$ cat config.mk
export PLATFORM = sky130hd
export DESIGN_NAME = tmr8_core
export DESIGN_NICKNAME = d
export VERILOG_FILES = /design/src/tmr8_pkg.sv /design/src/tmr8_core.sv
export SDC_FILE = /design/constraint.sdc
export NUM_CORES = 1
export LEC_CHECK = 0
export BUFFER_PORTS_ARGS = -buffer_cell sky130_fd_sc_hd__buf_4
export CELL_PAD_IN_SITES_DETAIL_PLACEMENT = 1
export CELL_PAD_IN_SITES_GLOBAL_PLACEMENT = 1
export CORE_ASPECT_RATIO = 1.1
export CORE_UTILIZATION = 51
export DETAILED_ROUTE_END_ITERATION = 16
export PLACE_DENSITY = 0.86
export SLEW_MARGIN = 15
export SYNTH_ARGS = -nofsm -noshare
export SYNTH_HDL_FRONTEND = slang
export SYNTH_SLANG_ARGS = --single-unit
$ cat constraint.sdc
create_clock -name sys_clk -period 6.7 [get_ports sys_clk]
set_input_delay 0.67 -clock sys_clk [delete_from_list [all_inputs] [get_ports sys_clk]]
set_output_delay 0.67 -clock sys_clk [all_outputs]
set_load 0.01 [all_outputs]
$ cat src/tmr8_pkg.sv
package tmr8_pkg;
    localparam logic [3:0] TMR8_OFS_CTRL_A  = 4'h0;
    localparam logic [3:0] TMR8_OFS_CTRL_B  = 4'h1;
    localparam logic [3:0] TMR8_OFS_COUNT   = 4'h2;
    localparam logic [3:0] TMR8_OFS_CMP_A   = 4'h3;
    localparam logic [3:0] TMR8_OFS_CMP_B   = 4'h4;
    localparam logic [3:0] TMR8_OFS_MASK    = 4'h5;
    localparam logic [3:0] TMR8_OFS_FLAG    = 4'h6;
    localparam logic [3:0] TMR8_OFS_SERVICE = 4'h7;
    localparam logic [3:0] TMR8_OFS_PRESC   = 4'h8;
    // Control A: [7:6] action A, [5:4] action B, [1:0] mode low
    localparam int TMR8_CA_ACT_A = 6;
    localparam int TMR8_CA_ACT_B = 4;
    // Control B: [7] force A, [6] force B, [3] mode high, [2:0] clock select
    localparam int TMR8_CB_FORCE_A = 7;
    localparam int TMR8_CB_FORCE_B = 6;
    localparam int TMR8_CB_MODE2   = 3;
    // Flag and mask bit positions
    localparam int TMR8_FB_MATCH_B  = 2;
    localparam int TMR8_FB_MATCH_A  = 1;
    localparam int TMR8_FB_OVERFLOW = 0;
    localparam logic [7:0] TMR8_BOTTOM = 8'h00;
    localparam logic [7:0] TMR8_MAX    = 8'hFF;
    localparam logic [2:0] TMR8_MODE_NORMAL = 3'h0;
    localparam logic [2:0] TMR8_MODE_PC_MAX = 3'h1;
    localparam logic [2:0] TMR8_MODE_CTC    = 3'h2;
    localparam logic [2:0] TMR8_MODE_FP_MAX = 3'h3;
    localparam logic [2:0] TMR8_MODE_PC_OCA = 3'h5;
    localparam logic [2:0] TMR8_MODE_FP_OCA = 3'h7;
    // Clock select codes
    localparam logic [2:0] TMR8_CS_STOP    = 3'h0;
    localparam logic [2:0] TMR8_CS_EXT_FALL = 3'h6;
    localparam logic [2:0] TMR8_CS_EXT_RISE = 3'h7;
    // Prescaler taps whose rising edge gives the divided tick
    localparam int TMR8_TAP_DIV8    = 2;
    localparam int TMR8_TAP_DIV64   = 5;
    localparam int TMR8_TAP_DIV256  = 7;
    localparam int TMR8_TAP_DIV1024 = 9;
    localparam logic [7:0] TMR8_RST_ZERO = 8'h00;
endpackage : tmr8_pkg

$ cat src/tmr8_core.sv
// Implementation choices: the register addresses and the Avalon-MM interface to the registers.
`timescale 1ns/1ps
`default_nettype none
module tmr8_core #(
    parameter int PRESC_W = 10
) (
    // System
    input  wire logic       sys_clk,
    input  wire logic       nrst,
    // Avalon-MM slave
    input  wire logic [3:0] avs_address,
    input  wire logic       avs_read,
    input  wire logic       avs_write,
    input  wire logic [7:0] avs_writedata,
    output logic      [7:0] avs_readdata,
    output logic            avs_waitrequest,
    // Interrupt service acknowledge pulses
    input  wire logic       ack_overflow,
    input  wire logic       ack_match_a,
    input  wire logic       ack_match_b,
    // Pins
    input  wire logic       ext_count_input,
    output logic            wave_out_a,
    output logic            wave_out_b,
    output logic            wave_en_a,
    output logic            wave_en_b,
    // Interrupt requests
    output logic            irq_overflow,
    output logic            irq_match_a,
    output logic            irq_match_b
);
    import tmr8_pkg::*;

    logic [7:0] timer_control_a_r;
    logic [2:0] ctrl_b_r;
    logic       mode_bit2_r;
    logic [7:0] count_value_r;
    logic [7:0] compare_value_a_r;
    logic [7:0] compare_value_b_r;
    logic [7:0] cmp_buf_a_r;
    logic [7:0] cmp_buf_b_r;
    logic [2:0] timer_mask_reg_r;
    logic [2:0] timer_flag_reg_r;
    logic [PRESC_W-1:0] presc_r;
    logic [PRESC_W-1:0] presc_prev_r;
    logic       ext_prev_r;
    logic       dir_down_r;
    logic       block_r;
    logic       wave_a_r;
    logic       wave_b_r;
    logic       ack_r;

    logic [2:0] mode;
    logic [2:0] clock_select_field;
    logic       timer_tick;
    logic       pwm_mode;
    logic       fast_pwm;
    logic       phase_pwm;
    logic [7:0] top_value;
    logic       at_top;
    logic       at_bottom;
    logic       match_a;
    logic       match_b;
    logic       wr;
    logic       wr_count;
    logic       force_a;
    logic       force_b;
    logic [2:0] flag_set;
    logic [2:0] flag_clr;

    assign mode = {mode_bit2_r, timer_control_a_r[1:0]};
    assign clock_select_field = ctrl_b_r;
    // Writes land at the edge that completes the access, never earlier
    assign wr       = avs_write & ack_r;
    assign wr_count = wr && (avs_address == TMR8_OFS_COUNT);
    assign fast_pwm  = (mode == TMR8_MODE_FP_MAX) || (mode == TMR8_MODE_FP_OCA);
    assign phase_pwm = (mode == TMR8_MODE_PC_MAX) || (mode == TMR8_MODE_PC_OCA);
    assign pwm_mode  = fast_pwm | phase_pwm;

    // Top is compare A in modes with bit 2 set and in CTC
    always_comb begin
        if (mode == TMR8_MODE_CTC || mode_bit2_r) begin
            top_value = compare_value_a_r;
        end else begin
            top_value = TMR8_MAX;
        end
    end
    assign at_top    = (count_value_r == top_value);
    assign at_bottom = (count_value_r == TMR8_BOTTOM);
    // Comparators run on every cycle; effect only on ticks
    assign match_a = (count_value_r == compare_value_a_r) & ~block_r;
    assign match_b = (count_value_r == compare_value_b_r) & ~block_r;

    // Prescaler and tick selection
    function automatic logic presc_edge(input logic [PRESC_W-1:0] cur,
                                        input logic [PRESC_W-1:0] prv,
                                        input int bit_i);
        presc_edge = cur[bit_i] & ~prv[bit_i];
    endfunction : presc_edge

    always_comb begin
        case (clock_select_field)
            TMR8_CS_STOP:     timer_tick = 1'b0;
            3'h1:             timer_tick = 1'b1;
            3'h2:             timer_tick = presc_edge(presc_r, presc_prev_r, TMR8_TAP_DIV8);
            3'h3:             timer_tick = presc_edge(presc_r, presc_prev_r, TMR8_TAP_DIV64);
            3'h4:             timer_tick = presc_edge(presc_r, presc_prev_r, TMR8_TAP_DIV256);
            3'h5:             timer_tick = presc_edge(presc_r, presc_prev_r, TMR8_TAP_DIV1024);
            TMR8_CS_EXT_FALL: timer_tick = ext_prev_r & ~ext_count_input;
            default:          timer_tick = ~ext_prev_r & ext_count_input;
        endcase
    end

    always_ff @(posedge sys_clk or negedge nrst) begin
        if (!nrst) begin
            presc_r      <= '0;
            presc_prev_r <= '0;
            ext_prev_r   <= 1'b0;
        end else begin
            presc_r      <= presc_r + 1'b1;
            presc_prev_r <= presc_r;
            ext_prev_r   <= ext_count_input;
        end
    end

    // Bus: one wait cycle per access, answer on the second edge
    always_ff @(posedge sys_clk or negedge nrst) begin
        if (!nrst) begin
            ack_r <= 1'b0;
        end else begin
            ack_r <= (avs_read | avs_write) & ~ack_r;
        end
    end
    assign avs_waitrequest = (avs_read | avs_write) & ~ack_r;

    always_ff @(posedge sys_clk or negedge nrst) begin
        if (!nrst) begin
            avs_readdata <= TMR8_RST_ZERO;
        end else if (avs_read && !ack_r) begin
            if (avs_address == TMR8_OFS_CTRL_A) begin
                avs_readdata <= timer_control_a_r;
            end else if (avs_address == TMR8_OFS_CTRL_B) begin
                avs_readdata <= {4'h0, mode_bit2_r, ctrl_b_r};
            end else if (avs_address == TMR8_OFS_COUNT) begin
                avs_readdata <= count_value_r;
            end else if (avs_address == TMR8_OFS_CMP_A) begin
                avs_readdata <= pwm_mode ? cmp_buf_a_r : compare_value_a_r;
            end else if (avs_address == TMR8_OFS_CMP_B) begin
                avs_readdata <= pwm_mode ? cmp_buf_b_r : compare_value_b_r;
            end else if (avs_address == TMR8_OFS_MASK) begin
                avs_readdata <= {5'h00, timer_mask_reg_r};
            end else if (avs_address == TMR8_OFS_FLAG) begin
                avs_readdata <= {5'h00, timer_flag_reg_r};
            end else begin
                avs_readdata <= TMR8_RST_ZERO;
            end
        end
    end

    // Control registers; action fields act at once
    always_ff @(posedge sys_clk or negedge nrst) begin
        if (!nrst) begin
            timer_control_a_r <= TMR8_RST_ZERO;
            ctrl_b_r          <= 3'h0;
            mode_bit2_r       <= 1'b0;
            timer_mask_reg_r  <= 3'h0;
        end else if (wr) begin
            if (avs_address == TMR8_OFS_CTRL_A) begin
                timer_control_a_r <= avs_writedata;
            end else if (avs_address == TMR8_OFS_CTRL_B) begin
                ctrl_b_r    <= avs_writedata[2:0];
                mode_bit2_r <= avs_writedata[TMR8_CB_MODE2];
            end else if (avs_address == TMR8_OFS_MASK) begin
                timer_mask_reg_r <= avs_writedata[2:0];
            end
        end
    end

    // Force strobes: write-only, ignored in PWM modes
    assign force_a = wr && (avs_address == TMR8_OFS_CTRL_B)
                     && avs_writedata[TMR8_CB_FORCE_A] && !pwm_mode;
    assign force_b = wr && (avs_address == TMR8_OFS_CTRL_B)
                     && avs_writedata[TMR8_CB_FORCE_B] && !pwm_mode;

    // Counter
    always_ff @(posedge sys_clk or negedge nrst) begin
        if (!nrst) begin
            count_value_r <= TMR8_RST_ZERO;
            dir_down_r    <= 1'b0;
        end else if (wr_count) begin
            count_value_r <= avs_writedata;
        end else if (timer_tick) begin
            if (phase_pwm) begin
                if (!dir_down_r && at_top) begin
                    dir_down_r    <= 1'b1;
                    count_value_r <= count_value_r - 1'b1;
                end else if (dir_down_r && at_bottom) begin
                    dir_down_r    <= 1'b0;
                    count_value_r <= count_value_r + 1'b1;
                end else begin
                    count_value_r <= dir_down_r ? count_value_r - 1'b1
                                                : count_value_r + 1'b1;
                end
            end else begin
                dir_down_r <= 1'b0;
                if ((mode == TMR8_MODE_CTC || fast_pwm) && at_top) begin
                    count_value_r <= TMR8_BOTTOM;
                end else begin
                    count_value_r <= count_value_r + 1'b1;
                end
            end
        end
    end

    // Count write blocks matches until the next tick has passed
    always_ff @(posedge sys_clk or negedge nrst) begin
        if (!nrst) begin
            block_r <= 1'b0;
        end else if (wr_count) begin
            block_r <= 1'b1;
        end else if (timer_tick) begin
            block_r <= 1'b0;
        end
    end

    // Compare registers with double buffer
    always_ff @(posedge sys_clk or negedge nrst) begin
        if (!nrst) begin
            compare_value_a_r <= TMR8_RST_ZERO;
            compare_value_b_r <= TMR8_RST_ZERO;
            cmp_buf_a_r       <= TMR8_RST_ZERO;
            cmp_buf_b_r       <= TMR8_RST_ZERO;
        end else begin
            if (wr && avs_address == TMR8_OFS_CMP_A) begin
                cmp_buf_a_r <= avs_writedata;
                if (!pwm_mode) begin
                    compare_value_a_r <= avs_writedata;
                end
            end
            if (wr && avs_address == TMR8_OFS_CMP_B) begin
                cmp_buf_b_r <= avs_writedata;
                if (!pwm_mode) begin
                    compare_value_b_r <= avs_writedata;
                end
            end
            // Fast PWM loads at top, phase correct at top while counting up
            if (pwm_mode && timer_tick
                && ((fast_pwm && at_top) || (phase_pwm && at_top && !dir_down_r))) begin
                compare_value_a_r <= cmp_buf_a_r;
                compare_value_b_r <= cmp_buf_b_r;
            end
        end
    end

    // Flags: hardware set wins over clear
    assign flag_set[TMR8_FB_OVERFLOW] = timer_tick &&
        (phase_pwm ? (dir_down_r && at_bottom) : (count_value_r == top_value && mode != TMR8_MODE_CTC)
         || (mode == TMR8_MODE_CTC && count_value_r == TMR8_MAX)) && !wr_count;
    assign flag_set[TMR8_FB_MATCH_A] = timer_tick & match_a;
    assign flag_set[TMR8_FB_MATCH_B] = timer_tick & match_b;
    assign flag_clr[TMR8_FB_OVERFLOW] = ack_overflow |
        (wr && avs_address == TMR8_OFS_FLAG && avs_writedata[TMR8_FB_OVERFLOW]);
    assign flag_clr[TMR8_FB_MATCH_A] = ack_match_a |
        (wr && avs_address == TMR8_OFS_FLAG && avs_writedata[TMR8_FB_MATCH_A]);
    assign flag_clr[TMR8_FB_MATCH_B] = ack_match_b |
        (wr && avs_address == TMR8_OFS_FLAG && avs_writedata[TMR8_FB_MATCH_B]);

    always_ff @(posedge sys_clk or negedge nrst) begin
        if (!nrst) begin
            timer_flag_reg_r <= 3'h0;
        end else begin
            timer_flag_reg_r <= flag_set | (timer_flag_reg_r & ~flag_clr);
        end
    end
    assign irq_overflow = timer_flag_reg_r[TMR8_FB_OVERFLOW] & timer_mask_reg_r[TMR8_FB_OVERFLOW];
    assign irq_match_a  = timer_flag_reg_r[TMR8_FB_MATCH_A] & timer_mask_reg_r[TMR8_FB_MATCH_A];
    assign irq_match_b  = timer_flag_reg_r[TMR8_FB_MATCH_B] & timer_mask_reg_r[TMR8_FB_MATCH_B];

    // Waveform generator for one channel
    function automatic logic wave_next(input logic cur, input logic [1:0] act,
                                       input logic hit, input logic frc,
                                       input logic bot, input logic down);
        wave_next = cur;
        if (fast_pwm || phase_pwm) begin
            if (act[1]) begin
                if (hit) begin
                    wave_next = phase_pwm ? (act[0] ^ down) : act[0];
                end else if (fast_pwm && bot) begin
                    wave_next = ~act[0];
                end
            end
        end else if (hit || frc) begin
            case (act)
                2'h1:    wave_next = ~cur;
                2'h2:    wave_next = 1'b0;
                2'h3:    wave_next = 1'b1;
                default: wave_next = cur;
            endcase
        end
    endfunction : wave_next

    // Output state survives mode changes; only reset and the match, bottom or force actions change it
    always_ff @(posedge sys_clk or negedge nrst) begin
        if (!nrst) begin
            wave_a_r <= 1'b0;
            wave_b_r <= 1'b0;
        end else begin
            wave_a_r <= wave_next(wave_a_r, timer_control_a_r[TMR8_CA_ACT_A +: 2],
                                  timer_tick & match_a, force_a,
                                  timer_tick & at_bottom, dir_down_r);
            wave_b_r <= wave_next(wave_b_r, timer_control_a_r[TMR8_CA_ACT_B +: 2],
                                  timer_tick & match_b, force_b,
                                  timer_tick & at_bottom, dir_down_r);
        end
    end
    assign wave_out_a = wave_a_r;
    assign wave_out_b = wave_b_r;
    assign wave_en_a  = |timer_control_a_r[TMR8_CA_ACT_A +: 2];
    assign wave_en_b  = |timer_control_a_r[TMR8_CA_ACT_B +: 2];
endmodule : tmr8_core
`default_nettype wire

Word-level counts from Yosys, hierarchy flattened --
Cells that the tools add are included. W data, S select, Z words.
Operators by class: equal/unequal tests 34, shift operators 0, $mul 0, divide/modulo/power cells 0, order comparisons 0, reductions and logical operators 59, bitwise logic cells 41, multiplexer cells 43, add/sub/neg operators 3
Operators with widths (number):
- $mux W8 | 20
- $logic_and A1 B1 Y1 | 26
- $eq A8 B8 Y1 | 3
- $mux W1 | 18
- $and A1 B1 Y1 | 16
- $eq A3 B3 Y1 const B | 5
- $not A1 Y1 | 15
- $eq A3 B2 Y1 const B | 4
- $eq A4 B3 Y1 const B | 3
- $reduce_and A4 Y1 | 3
- $add A10 B1 Y10 const B | 1
- $reduce_bool A2 Y1 | 5
- $logic_or A1 B1 Y1 | 9
- $ne A3 B2 Y1 const B | 3
- $add A8 B1 Y8 const B | 1
- $eq A2 B2 Y1 const B | 4
- $eq A4 B2 Y1 const B | 2
- $eq A8 B8 Y1 const B | 1
- $logic_not A8 Y1 | 1
- $reduce_bool A4 Y1 | 2
- $sub A8 B1 Y8 const B | 1
- $pmux W1 S7 | 1
- $eq A3 B1 Y1 const B | 2
- $mux W3 | 2
- 17 further kinds | 32
Storage, ports and cells: register bits 92, memories kept 0, memory bits (writable) 0, word-level logic and storage cells 199, bits in latches 0, bits in read-only memories 0, input port bits 20, output and inout port bits 16

Logic depth before layout (Yosys ltp) --
Gate-level depths: netlist (run 1).
word-level depth 10, depth in mapped cells 9, gate-level depth less buffers 8

Worst setup path after synthesis (run 1) --
No wires, ideal clock.
path kind input -> register, start input ext_count_input, end register wave_a_r (netlist: wave_out_a), stages 6, setup slack 4.128 ns, data required time 6.575 ns, data arrival time 2.448 ns, path buffers 0, library setup time 0.125 ns, cells stage by stage a2bb2oi_1 -> o311a_1 -> or4_4 -> or3_1 -> a31o_1 -> mux2_2
On the way: word-level cells in the longest chain between the ends 7, elaborated cells on any way between the ends 14, those cells by class eq/ne (1); mux (4); bitwise (5); reduce/logical (4)
RTL lines:
- from (decl) | line tmr8_core.sv:22 | input wire logic ext_count_input,
- $not A1 Y1 | line tmr8_core.sv:109 | TMR8_CS_EXT_FALL: timer_tick = ext_prev_r & ~ext_count_input;
- $and A1 B1 Y1 | line tmr8_core.sv:109
- $pmux W1 S7 (*) | line tmr8_core.sv:102 | case (clock_select_field)
- $and A1 B1 Y1, on equally long branches | line tmr8_core.sv:310, tmr8_core.sv:309
- $logic_and A1 B1 Y1 (tied with other cells) | line tmr8_core.sv:288 | end else if (fast_pwm && bot) begin
- $ne A3 B2 Y1 (no line) (tied with other cells)
- $reduce_and A4 Y1 (no line) or $mux W1 (tied branches)
- to (signal assigned) | line tmr8_core.sv:308 | wave_a_r <= wave_next(wave_a_r, timer_control_a_r[TMR8_CA_ACT_A +: 2],
- to (decl) | line tmr8_core.sv:49 | logic wave_a_r;
Every way passes the cells marked *; elsewhere a longest branch is shown, timed or not. The select of a mux whose other input is x is not followed. A chain may end at the register's enable or synchronous reset.

Worst setup path in the final report (run 1) --
start register count_value_r[6], end register count_value_r[3]
On the way: word-level cells in the longest chain between the ends 7, elaborated cells on any way between the ends 11, those cells by class eq/ne (1); mux (6); reduce/logical (4)
RTL lines:
- from (decl) | line tmr8_core.sv:37 | logic [7:0] count_value_r;
- from (signal assigned) | line tmr8_core.sv:191 | count_value_r <= avs_writedata;
- from (signal assigned) | line tmr8_core.sv:196 | count_value_r <= count_value_r - 1'b1;
- from (signal assigned) | line tmr8_core.sv:199 | count_value_r <= count_value_r + 1'b1;
- $logic_not A8 Y1 | line tmr8_core.sv:89 | assign at_bottom = (count_value_r == TMR8_BOTTOM);
- $logic_and A1 B1 Y1 | line tmr8_core.sv:197 | end else if (dir_down_r && at_bottom) begin
- $mux W8 | line tmr8_core.sv:197
- $mux W8 | line tmr8_core.sv:194 | if (!dir_down_r && at_top) begin
- $mux W8 (*) | line tmr8_core.sv:193 | if (phase_pwm) begin
- $mux W8 (*) | line tmr8_core.sv:192 | end else if (timer_tick) begin
- $mux W8 (*) | line tmr8_core.sv:190 | end else if (wr_count) begin
Marks and branches as above.

==> results.sh, run 1 <==
export IMPL_place_ws_ns=3.43
export IMPL_area_growth_pct=11.4
export IMPL_post_route_min_period_ns=3.07
export IMPL_p_leak_nw=2.43
export IMPL_tns_ns=0
export IMPL_clock_latency_ns=0.36
export IMPL_synth_warnings=0
export IMPL_worst_slack_ns=3.63
export IMPL_final_layout_size_suffix_gt1_share_pct=18.3
export IMPL_finalMaxSlewViolations=0
export IMPL_seq_area_um2=2150
export IMPL_dieArea_um2=10200
export IMPL_grt_pass1_wl_mm=24.9
export IMPL_die_h_um=106
export IMPL_clockRootBuffer="clkbuf_8"
export IMPL_rows=37
export IMPL_cp_cell_sequence="nor2b_1, a2111oi_4, nand2_2, a21o_2, o21ai_0, o21ai_0, a221o_1"
export IMPL_mostFrequentLayoutCells="dfrtp_1, nor2_1, a21oi_1"
export IMPL_synth_ff_type="dfrtp_1"
export IMPL_drt_iter0_markers=217
export IMPL_gp_congestion=0.953
export IMPL_grt_use_met3_pct=5.41
export IMPL_vdd_drop_max_mv=0.209
export IMPL_vias=4228
export IMPL_core_region_area_um2=9440
export IMPL_syn_area_per_cell_um2=9.72
export IMPL_syn_inst=514
export IMPL_multi_input_area_um2=2690
export IMPL_worstHoldPathType="in2async"
export IMPL_final_common_cell="dfrtp_1"
export IMPL_setup_viol=0
export IMPL_holdWs_ns=0.261
export IMPL_nets=566
export IMPL_grt_pass1_vias=4446
export IMPL_wl_per_cell_um=23.7
export IMPL_slew_headroom_pct=37.1
export IMPL_netlist_area_um2=4990
export IMPL_io_pins=36
export IMPL_hold_viol=0
export IMPL_num_fill_cells=1078
export IMPL_grt_max_degree=51
export IMPL_cts_sinks=86
export IMPL_io_buffers=35
export IMPL_endpoint_kind="flip-flop"
export IMPL_hold_buffers=0
export IMPL_totalWireLength_mm=15.7
export IMPL_dpl_cell_area_um2=5330
export IMPL_crit_type="reg2reg"
export IMPL_cp_required_ns=6.95
export IMPL_clock_path_buffers=2
export IMPL_drc_errors=0
export IMPL_rsz0062_at_grt="false"
export IMPL_dp_hpwl_mm=11.1
export IMPL_fmax_ghz=0.325
export IMPL_diodes=0
export IMPL_fp_dieW_um=96.4
export IMPL_reg2reg_setup_slack_ns=3.63
export IMPL_cts_buffers=9
export IMPL_finalInstanceArea_um2=5560
export IMPL_drt_pass1_iterations=5
export IMPL_cp_slowest_cell="o21ai_0"
export IMPL_vias_per_cell=6.39
export IMPL_grt_overflow=0
export IMPL_outcome="complete, no violations"
export IMPL_cts_tree="yes"
export IMPL_setup_worst_path_start_class="flip-flop"
export IMPL_antenna_found_initial=0
export IMPL_critPathMaxStageDelay_ns=0.75
export IMPL_worst_pin_slew_ns=0.933
export IMPL_synthDistinctLibCells=66
export IMPL_gr_max_usage_layer="met2"
export IMPL_clock_skew_ns=0.00939
export IMPL_grt_util_met1_pct=46.0
export IMPL_synth_seq_cells=86
export IMPL_post_cts_buffers=0
export IMPL_antenna_left=0
export IMPL_maxCapViolations=0
export IMPL_ys_seq_area_share_pct=43.1
export IMPL_power_mw=1.80
export IMPL_cpMostUsedCell="o21ai_0"
export IMPL_initial_utilization_pct=52.9
export IMPL_pwr_density_cell_nw_per_um2=323
export IMPL_cp_max_fo=10
export IMPL_rr_worst_depth=7
export IMPL_use_met2_pct=51.8
export IMPL_cts_resized=0
export IMPL_regToRegStartpoint="count_value_r[6]"
export IMPL_crit_arrival_ns=3.32
export IMPL_clk_pin_slew_worst_paths_ns=0.09
export IMPL_postSynth_asyncResetShare_pct=100
export IMPL_synth_edf_count=0
export IMPL_gr_usage_all_layers_pct=33.5
export IMPL_cts_htree_levels=3
export IMPL_r2r_end="count_value_r[3]"
export IMPL_finalCritPeriodShare_pct=45.9
export IMPL_syn_num_nets=540
-- synthesized netlist by cell type, types with 3 or more instances --
library cell  instances  area share [%]
a21oi_1              43             4.3
a311oi_1              3            0.53
a31oi_1               4            0.50
o21ai_0              30             3.0
xor2_1                5            0.88
dfrtp_1              86              43
nand2b_1             11             1.4
a22o_1                3            0.53
inv_1                12            0.90
nor2b_1              12             1.5
buf_2                 4            0.40
nand2_1              41             3.1
and2_1                4            0.50
nand3b_1              5            0.75
nand4_1               4            0.50
nor3_1                4            0.40
mux2i_1              35             7.0
a211o_1               3            0.53
clkbuf_1             15             1.1
nand3_1              12             1.2
a22oi_1               3            0.45
a211oi_1              7             1.1
o22ai_1               6            0.75
or3_1                 4            0.50
and3_1                4            0.50
xnor2_1              16             2.8
nor2_1               48             3.6
mux2_2               32             7.2
ha_1                  6             1.5
-- cell families after synthesis --
logic type,synth area share (%)
AND/OR/NAND/NOR,17.9
AO/OA/AOI/OAI,16.6
flip-flops,43.1
multiplexers,14.2
buffers and inverters,3.01
XOR/XNOR,3.68
adder cells (fa/ha/maj),1.50
-- power breakdown --
part           internal, mW  switching [mW]
clock                 0.223           0.195
combinational         0.267           0.338
sequential            0.617           0.156
-- final cells by class --
cell class,instances,share of cell area (%)
flip-flops and latches,86,38.7
repair buffers,39,5.40
well taps,117,2.63
multi-input cells,391,48.4
clock buffers,12,2.61
inverters,13,0.877
clock inverters,4,1.39
-- how the worst max path moves through the flow --
stage	from	endpoint	slack, ns	depth (start not counted)
3_3_place_gp	ext_count_input	compare_value_b_r[6]	3.48	7
5_1_grt	timer_control_a_r[0]	count_value_r[3]	3.39	8
2_1_floorplan	ext_count_input	wave_out_a	4.13	6
4_1_cts	timer_control_a_r[0]	compare_value_a_r[6]	3.44	8
6_report	count_value_r[6]	count_value_r[3]	3.63	7
3_5_place_dp	ext_count_input	compare_value_b_r[4]	3.43	7
-- registers in the layout, indices dropped and copies added (netlist names), 4 cells and up --
register	cells
compare_value_b_r	8
count_value_r	8
compare_value_a_r	8
timer_control_a_r	8
cmp_buf_b_r	8
cmp_buf_a_r	8
presc_prev_r	4
presc_r	10
avs_readdata	8
-- critical path: cells and delay by family, from the launching register on --
kind	cells	cell delay [ns]
DFF	1	0.65
AOI/OAI and AO/OA	5	2.01
and+or+nand+nor	2	0.30
-- per-layer routing --
metal,vias up,part of all wire [%],wire length [µm]
li1,1905,-,-
met1,2140,43,6820
met2,144,48,7470
met3,39,5.2,816
met4,0,3.7,578
met5,-,0,0
-- through the flow --
step / instances / utilization (%)
final: 662 / 58.9
after CTS: 661 / 58.7
after detailed placement: 645 / 56.4
after floorplan: 514 / -
after global routing: 662 / 58.9
after global placement: 645 / 56.4
Power figures use the tool's default switching activity.
==> run 2: changes to the inputs <==
CORE_UTILIZATION = 43   (was 51)
PLACE_DENSITY = 0.77   (was 0.86)
clock period = 2.8 ns   (was 6.7 ns; I/O delays follow)
==> results.sh, run 2 (synthesis results as in run 1) <==
export IMPL_hold_viol=0
export IMPL_endpoint_kind="flip-flop"
export IMPL_power_mw=4.68
export IMPL_crit_type="reg2reg"
export IMPL_finalInstanceArea_um2=5840
export IMPL_final_common_cell="dfrtp_1"
export IMPL_tns_ns=0
export IMPL_worst_pin_slew_ns=0.749
export IMPL_worstHoldPathType="in2reg"
export IMPL_maxCapViolations=0
export IMPL_hold_buffers=1
export IMPL_cp_max_fo=6
export IMPL_p_int_mw=2.94
export IMPL_clk_pin_slew_worst_paths_ns=0.07
export IMPL_finish_utilization_pct=52.6
export IMPL_num_fill_cells=1295
export IMPL_dieArea_um2=12100
export IMPL_grt_pass1_wl_mm=25.8
export IMPL_finalMaxSlewViolations=0
export IMPL_rows=40
export IMPL_outcome="complete, no violations"
export IMPL_swShare_pct=37.3
export IMPL_gr_usage_all_layers_pct=28.5
export IMPL_cts_sinks=86
export IMPL_pwr_density_cell_nw_per_um2=802
export IMPL_slew_headroom_pct=49.9
export IMPL_worst_path_dominant_cell_family="simple AND/OR/NAND/NOR gates"
export IMPL_cp_required_ns=3.04
export IMPL_rsz0062_at_grt="false"
export IMPL_crit_arrival_ns=2.91
export IMPL_fmax_ghz=0.375
export IMPL_cts_resized=0
export IMPL_post_route_min_period_ns=2.67
export IMPL_setup_viol=0
export IMPL_gp_congestion=0.945
export IMPL_vias=4295
export IMPL_finalCritPeriodShare_pct=95.3
export IMPL_clockRootBuffer="clkbuf_16"
export IMPL_drt_pass1_iterations=5
export IMPL_holdWs_ns=0.0428
export IMPL_clock_skew_ns=0.0118
export IMPL_fp_dieW_um=105
export IMPL_io_pins=36
export IMPL_cts_buffers=9
export IMPL_grt_pass1_vias=4603
export IMPL_clock_latency_ns=0.36
export IMPL_mostFrequentLayoutCells="dfrtp_1, buf_4, nor2_1"
export IMPL_grt_max_degree=47
export IMPL_critPathMaxStageDelay_ns=0.53
export IMPL_vias_per_cell=6.03
export IMPL_antenna_left=0
export IMPL_setup_worst_path_start_class="flip-flop"
export IMPL_drt_iter0_markers=258
export IMPL_grt_overflow=0
export IMPL_seq_area_um2=2150
export IMPL_nets=586
export IMPL_multi_input_area_um2=2690
export IMPL_totalWireLength_mm=16.0
export IMPL_p_sw_mw=1.75
export IMPL_diodes=0
export IMPL_crit_buf_inv=1
export IMPL_combPwrFrac_pct=34.6
export IMPL_post_cts_buffers=0
export IMPL_largest_register="presc_r"
export IMPL_p_clk_share_pct=27.7
export IMPL_antenna_found_initial=0
export IMPL_cts_htree_levels=3
export IMPL_cp_slowest_cell="or4_4"
export IMPL_dpl_cell_area_um2=5510
export IMPL_cts_tree="yes"
export IMPL_area_growth_pct=16.9
export IMPL_clock_path_buffers=2
export IMPL_vdd_drop_max_mv=0.397
export IMPL_core_region_area_um2=11100
export IMPL_wl_per_cell_um=22.5
export IMPL_io_buffers=35
export IMPL_drc_errors=0
export IMPL_p_leak_nw=2.56
export IMPL_pwr_share_seq_pct=37.7
export IMPL_cp_cell_sequence="inv_1, a2111oi_4, nand2_2, or4_4, or3_1, a31o_1, mux2_2"
export IMPL_die_h_um=115
export IMPL_initial_utilization_pct=45.0
export IMPL_final_layout_size_suffix_gt1_share_pct=21.4
export IMPL_largest_reg_flops=10
export IMPL_dp_hpwl_mm=11.6
run 2: changes by cell type in the layout (fill, tap and decap cells not counted), sizes merged:
cell,delta
clkinv,-1
clkinvlp,+2
inv,+1
dlygate4sd3,+1
clkbuf,-1
buf,+19
bufinv,-1
run 2: cell type report:
cell class / count / area share (%)
clock inverter: 5 / 1.11
clock buffer: 11 / 4.33
tap: 147 / 3.15
inverter: 13 / 0.835
timing repair buffer: 59 / 7.63
multi-input combinational: 391 / 46.1
sequential: 86 / 36.8
run 2: per-layer routing:
metal	wire [µm]	vias to the layer above	global-route usage [%]
li1	-	1950	-
met1	6610	2167	37.5
met2	7750	138	46.1
met3	1080	40	5.61
met4	548	0	12.1
met5	0	-	0
run 2: worst paths after layout:
kind / from / to / slack [ns] / depth (start not counted)
worst min register to register: presc_r[9] / presc_prev_r[9] / 0.44 / 0
min in group asynchronous: nrst / count_value_r[5] / 0.49 / 2
worst max register to register: count_value_r[7] / wave_out_a / 0.13 / 7
worst max-delay path: count_value_r[7] / wave_out_a / 0.13 / 7
max in group asynchronous: nrst / cmp_buf_a_r[3] / 1.48 / 3
worst min-delay path: ext_count_input / ext_prev_r / 0.04 / 1
run 2: power groups by stage:
stage	clock, mW	sequential, mW	combinational, mW
after global placement	0	1.76	1.53
after global routing	1.36	1.80	1.76
after detailed placement	0	1.78	1.58
after CTS	1.30	1.76	1.61
after floorplan	0	1.69	1.06
final	1.30	1.77	1.62
run 2: worst register-to-register path, cell delays in order, from the launching register on:
cell       delay, ns
dfrtp_1         0.44
inv_1           0.16
a2111oi_4       0.42
nand2_2         0.16
or4_4           0.53
or3_1           0.36
a31o_1          0.22
mux2_2          0.26
run 2: metrics by stage:
stage	setup WS, ns	cells
global placement	0.264	695
global route	0.0343	712
floorplan	0.373	514
finish	0.130	712
detailed placement	0.164	695
CTS	0.154	712
==> run 3: changes to the inputs <==
CORE_ASPECT_RATIO = default   (was 1.1)
CTS_CLUSTER_SIZE = 30   (was default)
PLACE_DENSITY = 0.88   (was 0.77)
==> results.sh, run 3 (synthesis results as in run 1) <==
export IMPL_outcome="finished with violations"
export IMPL_violations="negative hold slack"
export IMPL_dieArea_um2=12100
export IMPL_drc_errors=0
export IMPL_crit_arrival_ns=2.87
export IMPL_finish_utilization_pct=52.4
export IMPL_rsz0062_at_grt="false"
export IMPL_swShare_pct=37.6
export IMPL_final_layout_size_suffix_gt1_share_pct=21.3
export IMPL_endpoint_kind="flip-flop"
export IMPL_post_cts_buffers=0
export IMPL_worstHoldPathType="in2async"
export IMPL_post_route_min_period_ns=2.64
export IMPL_fmax_ghz=0.379
export IMPL_area_growth_pct=16.2
export IMPL_combPwrFrac_pct=35.0
export IMPL_grt_overflow=0
export IMPL_clk_pin_slew_worst_paths_ns=0.07
export IMPL_final_common_cell="dfrtp_1"
export IMPL_clockRootBuffer="clkbuf_16"
export IMPL_io_pins=36
export IMPL_grt_pass1_wl_mm=25.3
export IMPL_gr_max_usage_layer="met2"
export IMPL_totalWireLength_mm=16.2
export IMPL_cts_tree="yes"
export IMPL_p_sw_mw=1.74
export IMPL_gr_usage_all_layers_pct=28.6
export IMPL_pwr_share_seq_pct=38.3
export IMPL_use_met2_pct=49.0
export IMPL_stdcell_count=703
export IMPL_cp_max_fo=7
export IMPL_clock_path_buffers=2
export IMPL_largest_reg_flops=10
export IMPL_cp_required_ns=3.04
export IMPL_pwr_density_cell_nw_per_um2=797
export IMPL_io_buffers=35
export IMPL_setup_worst_path_start_class="flip-flop"
export IMPL_slew_headroom_pct=45.0
export IMPL_initial_utilization_pct=45.1
export IMPL_antenna_found_initial=1
export IMPL_p_clk_share_pct=26.7
export IMPL_antenna_left=0
export IMPL_cts_buffers=9
export IMPL_die_h_um=110
export IMPL_holdWs_ns=-0.0230
export IMPL_vias=4370
export IMPL_vias_per_cell=6.22
export IMPL_setup_viol=0
export IMPL_clock_latency_ns=0.35
export IMPL_finalCritPeriodShare_pct=94.1
export IMPL_largest_register="presc_r"
export IMPL_worst_pin_slew_ns=0.825
export IMPL_dp_hpwl_mm=11.8
export IMPL_vdd_drop_max_mv=0.536
export IMPL_grt_util_met1_pct=36.0
export IMPL_cts_resized=0
export IMPL_grt_pass1_vias=4587
export IMPL_drt_iter0_markers=324
export IMPL_gp_congestion=0.976
export IMPL_core_region_area_um2=11100
export IMPL_clock_skew_ns=0.00977
export IMPL_finalMaxSlewViolations=0
export IMPL_drt_pass1_iterations=5
export IMPL_fp_dieW_um=110
export IMPL_rows=38
export IMPL_power_mw=4.63
export IMPL_p_int_mw=2.89
export IMPL_grt_max_degree=87
export IMPL_wl_per_cell_um=23.0
export IMPL_place_inst=687
export IMPL_grt_use_met3_pct=5.22
export IMPL_hold_viol=14
export IMPL_maxCapViolations=0
export IMPL_mostFrequentLayoutCells="dfrtp_1, buf_4, nor2_1"
export IMPL_cts_sinks=86
export IMPL_nets=584
export IMPL_cts_htree_levels=3
export IMPL_tns_ns=0
export IMPL_hold_buffers=0
export IMPL_p_leak_nw=2.55
export IMPL_diodes=0
export IMPL_crit_type="reg2reg"
-- run 3: cell types whose count changed in the layout (fill, tap and decap cells not counted), sizes merged --
cell / before / now
inv: 15 / 16
buf: 58 / 57
dlygate4sd3: 1 / 0
clkbuf: 11 / 9
clkinvlp: 2 / 3
-- run 3: metrics by stage --
step	worst slack, ns	instance area, µm²
2_1_floorplan	0.373	4990
3_3_place_gp	0.250	5500
3_5_place_dp	0.158	5500
4_1_cts	0.169	5800
5_1_grt	0.0200	5800
6_report	0.164	5800
-- run 3: routing by layer --
layer | vias up | routed length (µm)
met5 | - | 0
met4 | 0 | 410
met3 | 35 | 752
met2 | 148 | 8140
met1 | 2239 | 6860
li1 | 1948 | -
-- run 3: worst max-delay path: stages (launching register included) --
cell	delay (ns)
dfrtp_1	0.47
inv_2	0.13
a2111oi_4	0.44
nand2_2	0.13
or4_4	0.53
or3_1	0.36
a31o_1	0.21
mux2_2	0.25
-- run 3: area by class of cell --
class,instances,area (µm²)
inverters,13,48.8
clock buffers,9,225
multi-input cells,391,2690
fillers,1245,5270
repair buffers,57,432
flip-flops and latches,86,2150
well taps,140,175
clock inverters,7,78.8
-- run 3: final timing paths --
| path | start | endpoint | slack [ns] | depth (start not counted) |
|---|---|---|---|---|
| worst min-delay path | nrst | compare_value_b_r[4] | -0.02 | 1 |
| worst max-delay path | count_value_r[0] | wave_out_a | 0.16 | 7 |
| max in group asynchronous | nrst | timer_control_a_r[1] | 2.24 | 1 |
| worst min register to register | presc_r[9] | presc_prev_r[9] | 0.44 | 0 |
| worst max register to register | count_value_r[0] | wave_out_a | 0.16 | 7 |
| min in group sys_clk | ext_count_input | ext_prev_r | 0.06 | 1 |
-- run 3: power by group through the flow --
| stage | Combinational, mW | Clock [mW] | Sequential (mW) |
|---|---|---|---|
| 2_1_floorplan | 1.06 | 0 | 1.69 |
| 3_3_place_gp | 1.52 | 0 | 1.75 |
| 3_5_place_dp | 1.58 | 0 | 1.78 |
| 4_1_cts | 1.60 | 1.25 | 1.76 |
| 5_1_grt | 1.75 | 1.30 | 1.80 |
| 6_report | 1.62 | 1.24 | 1.77 |
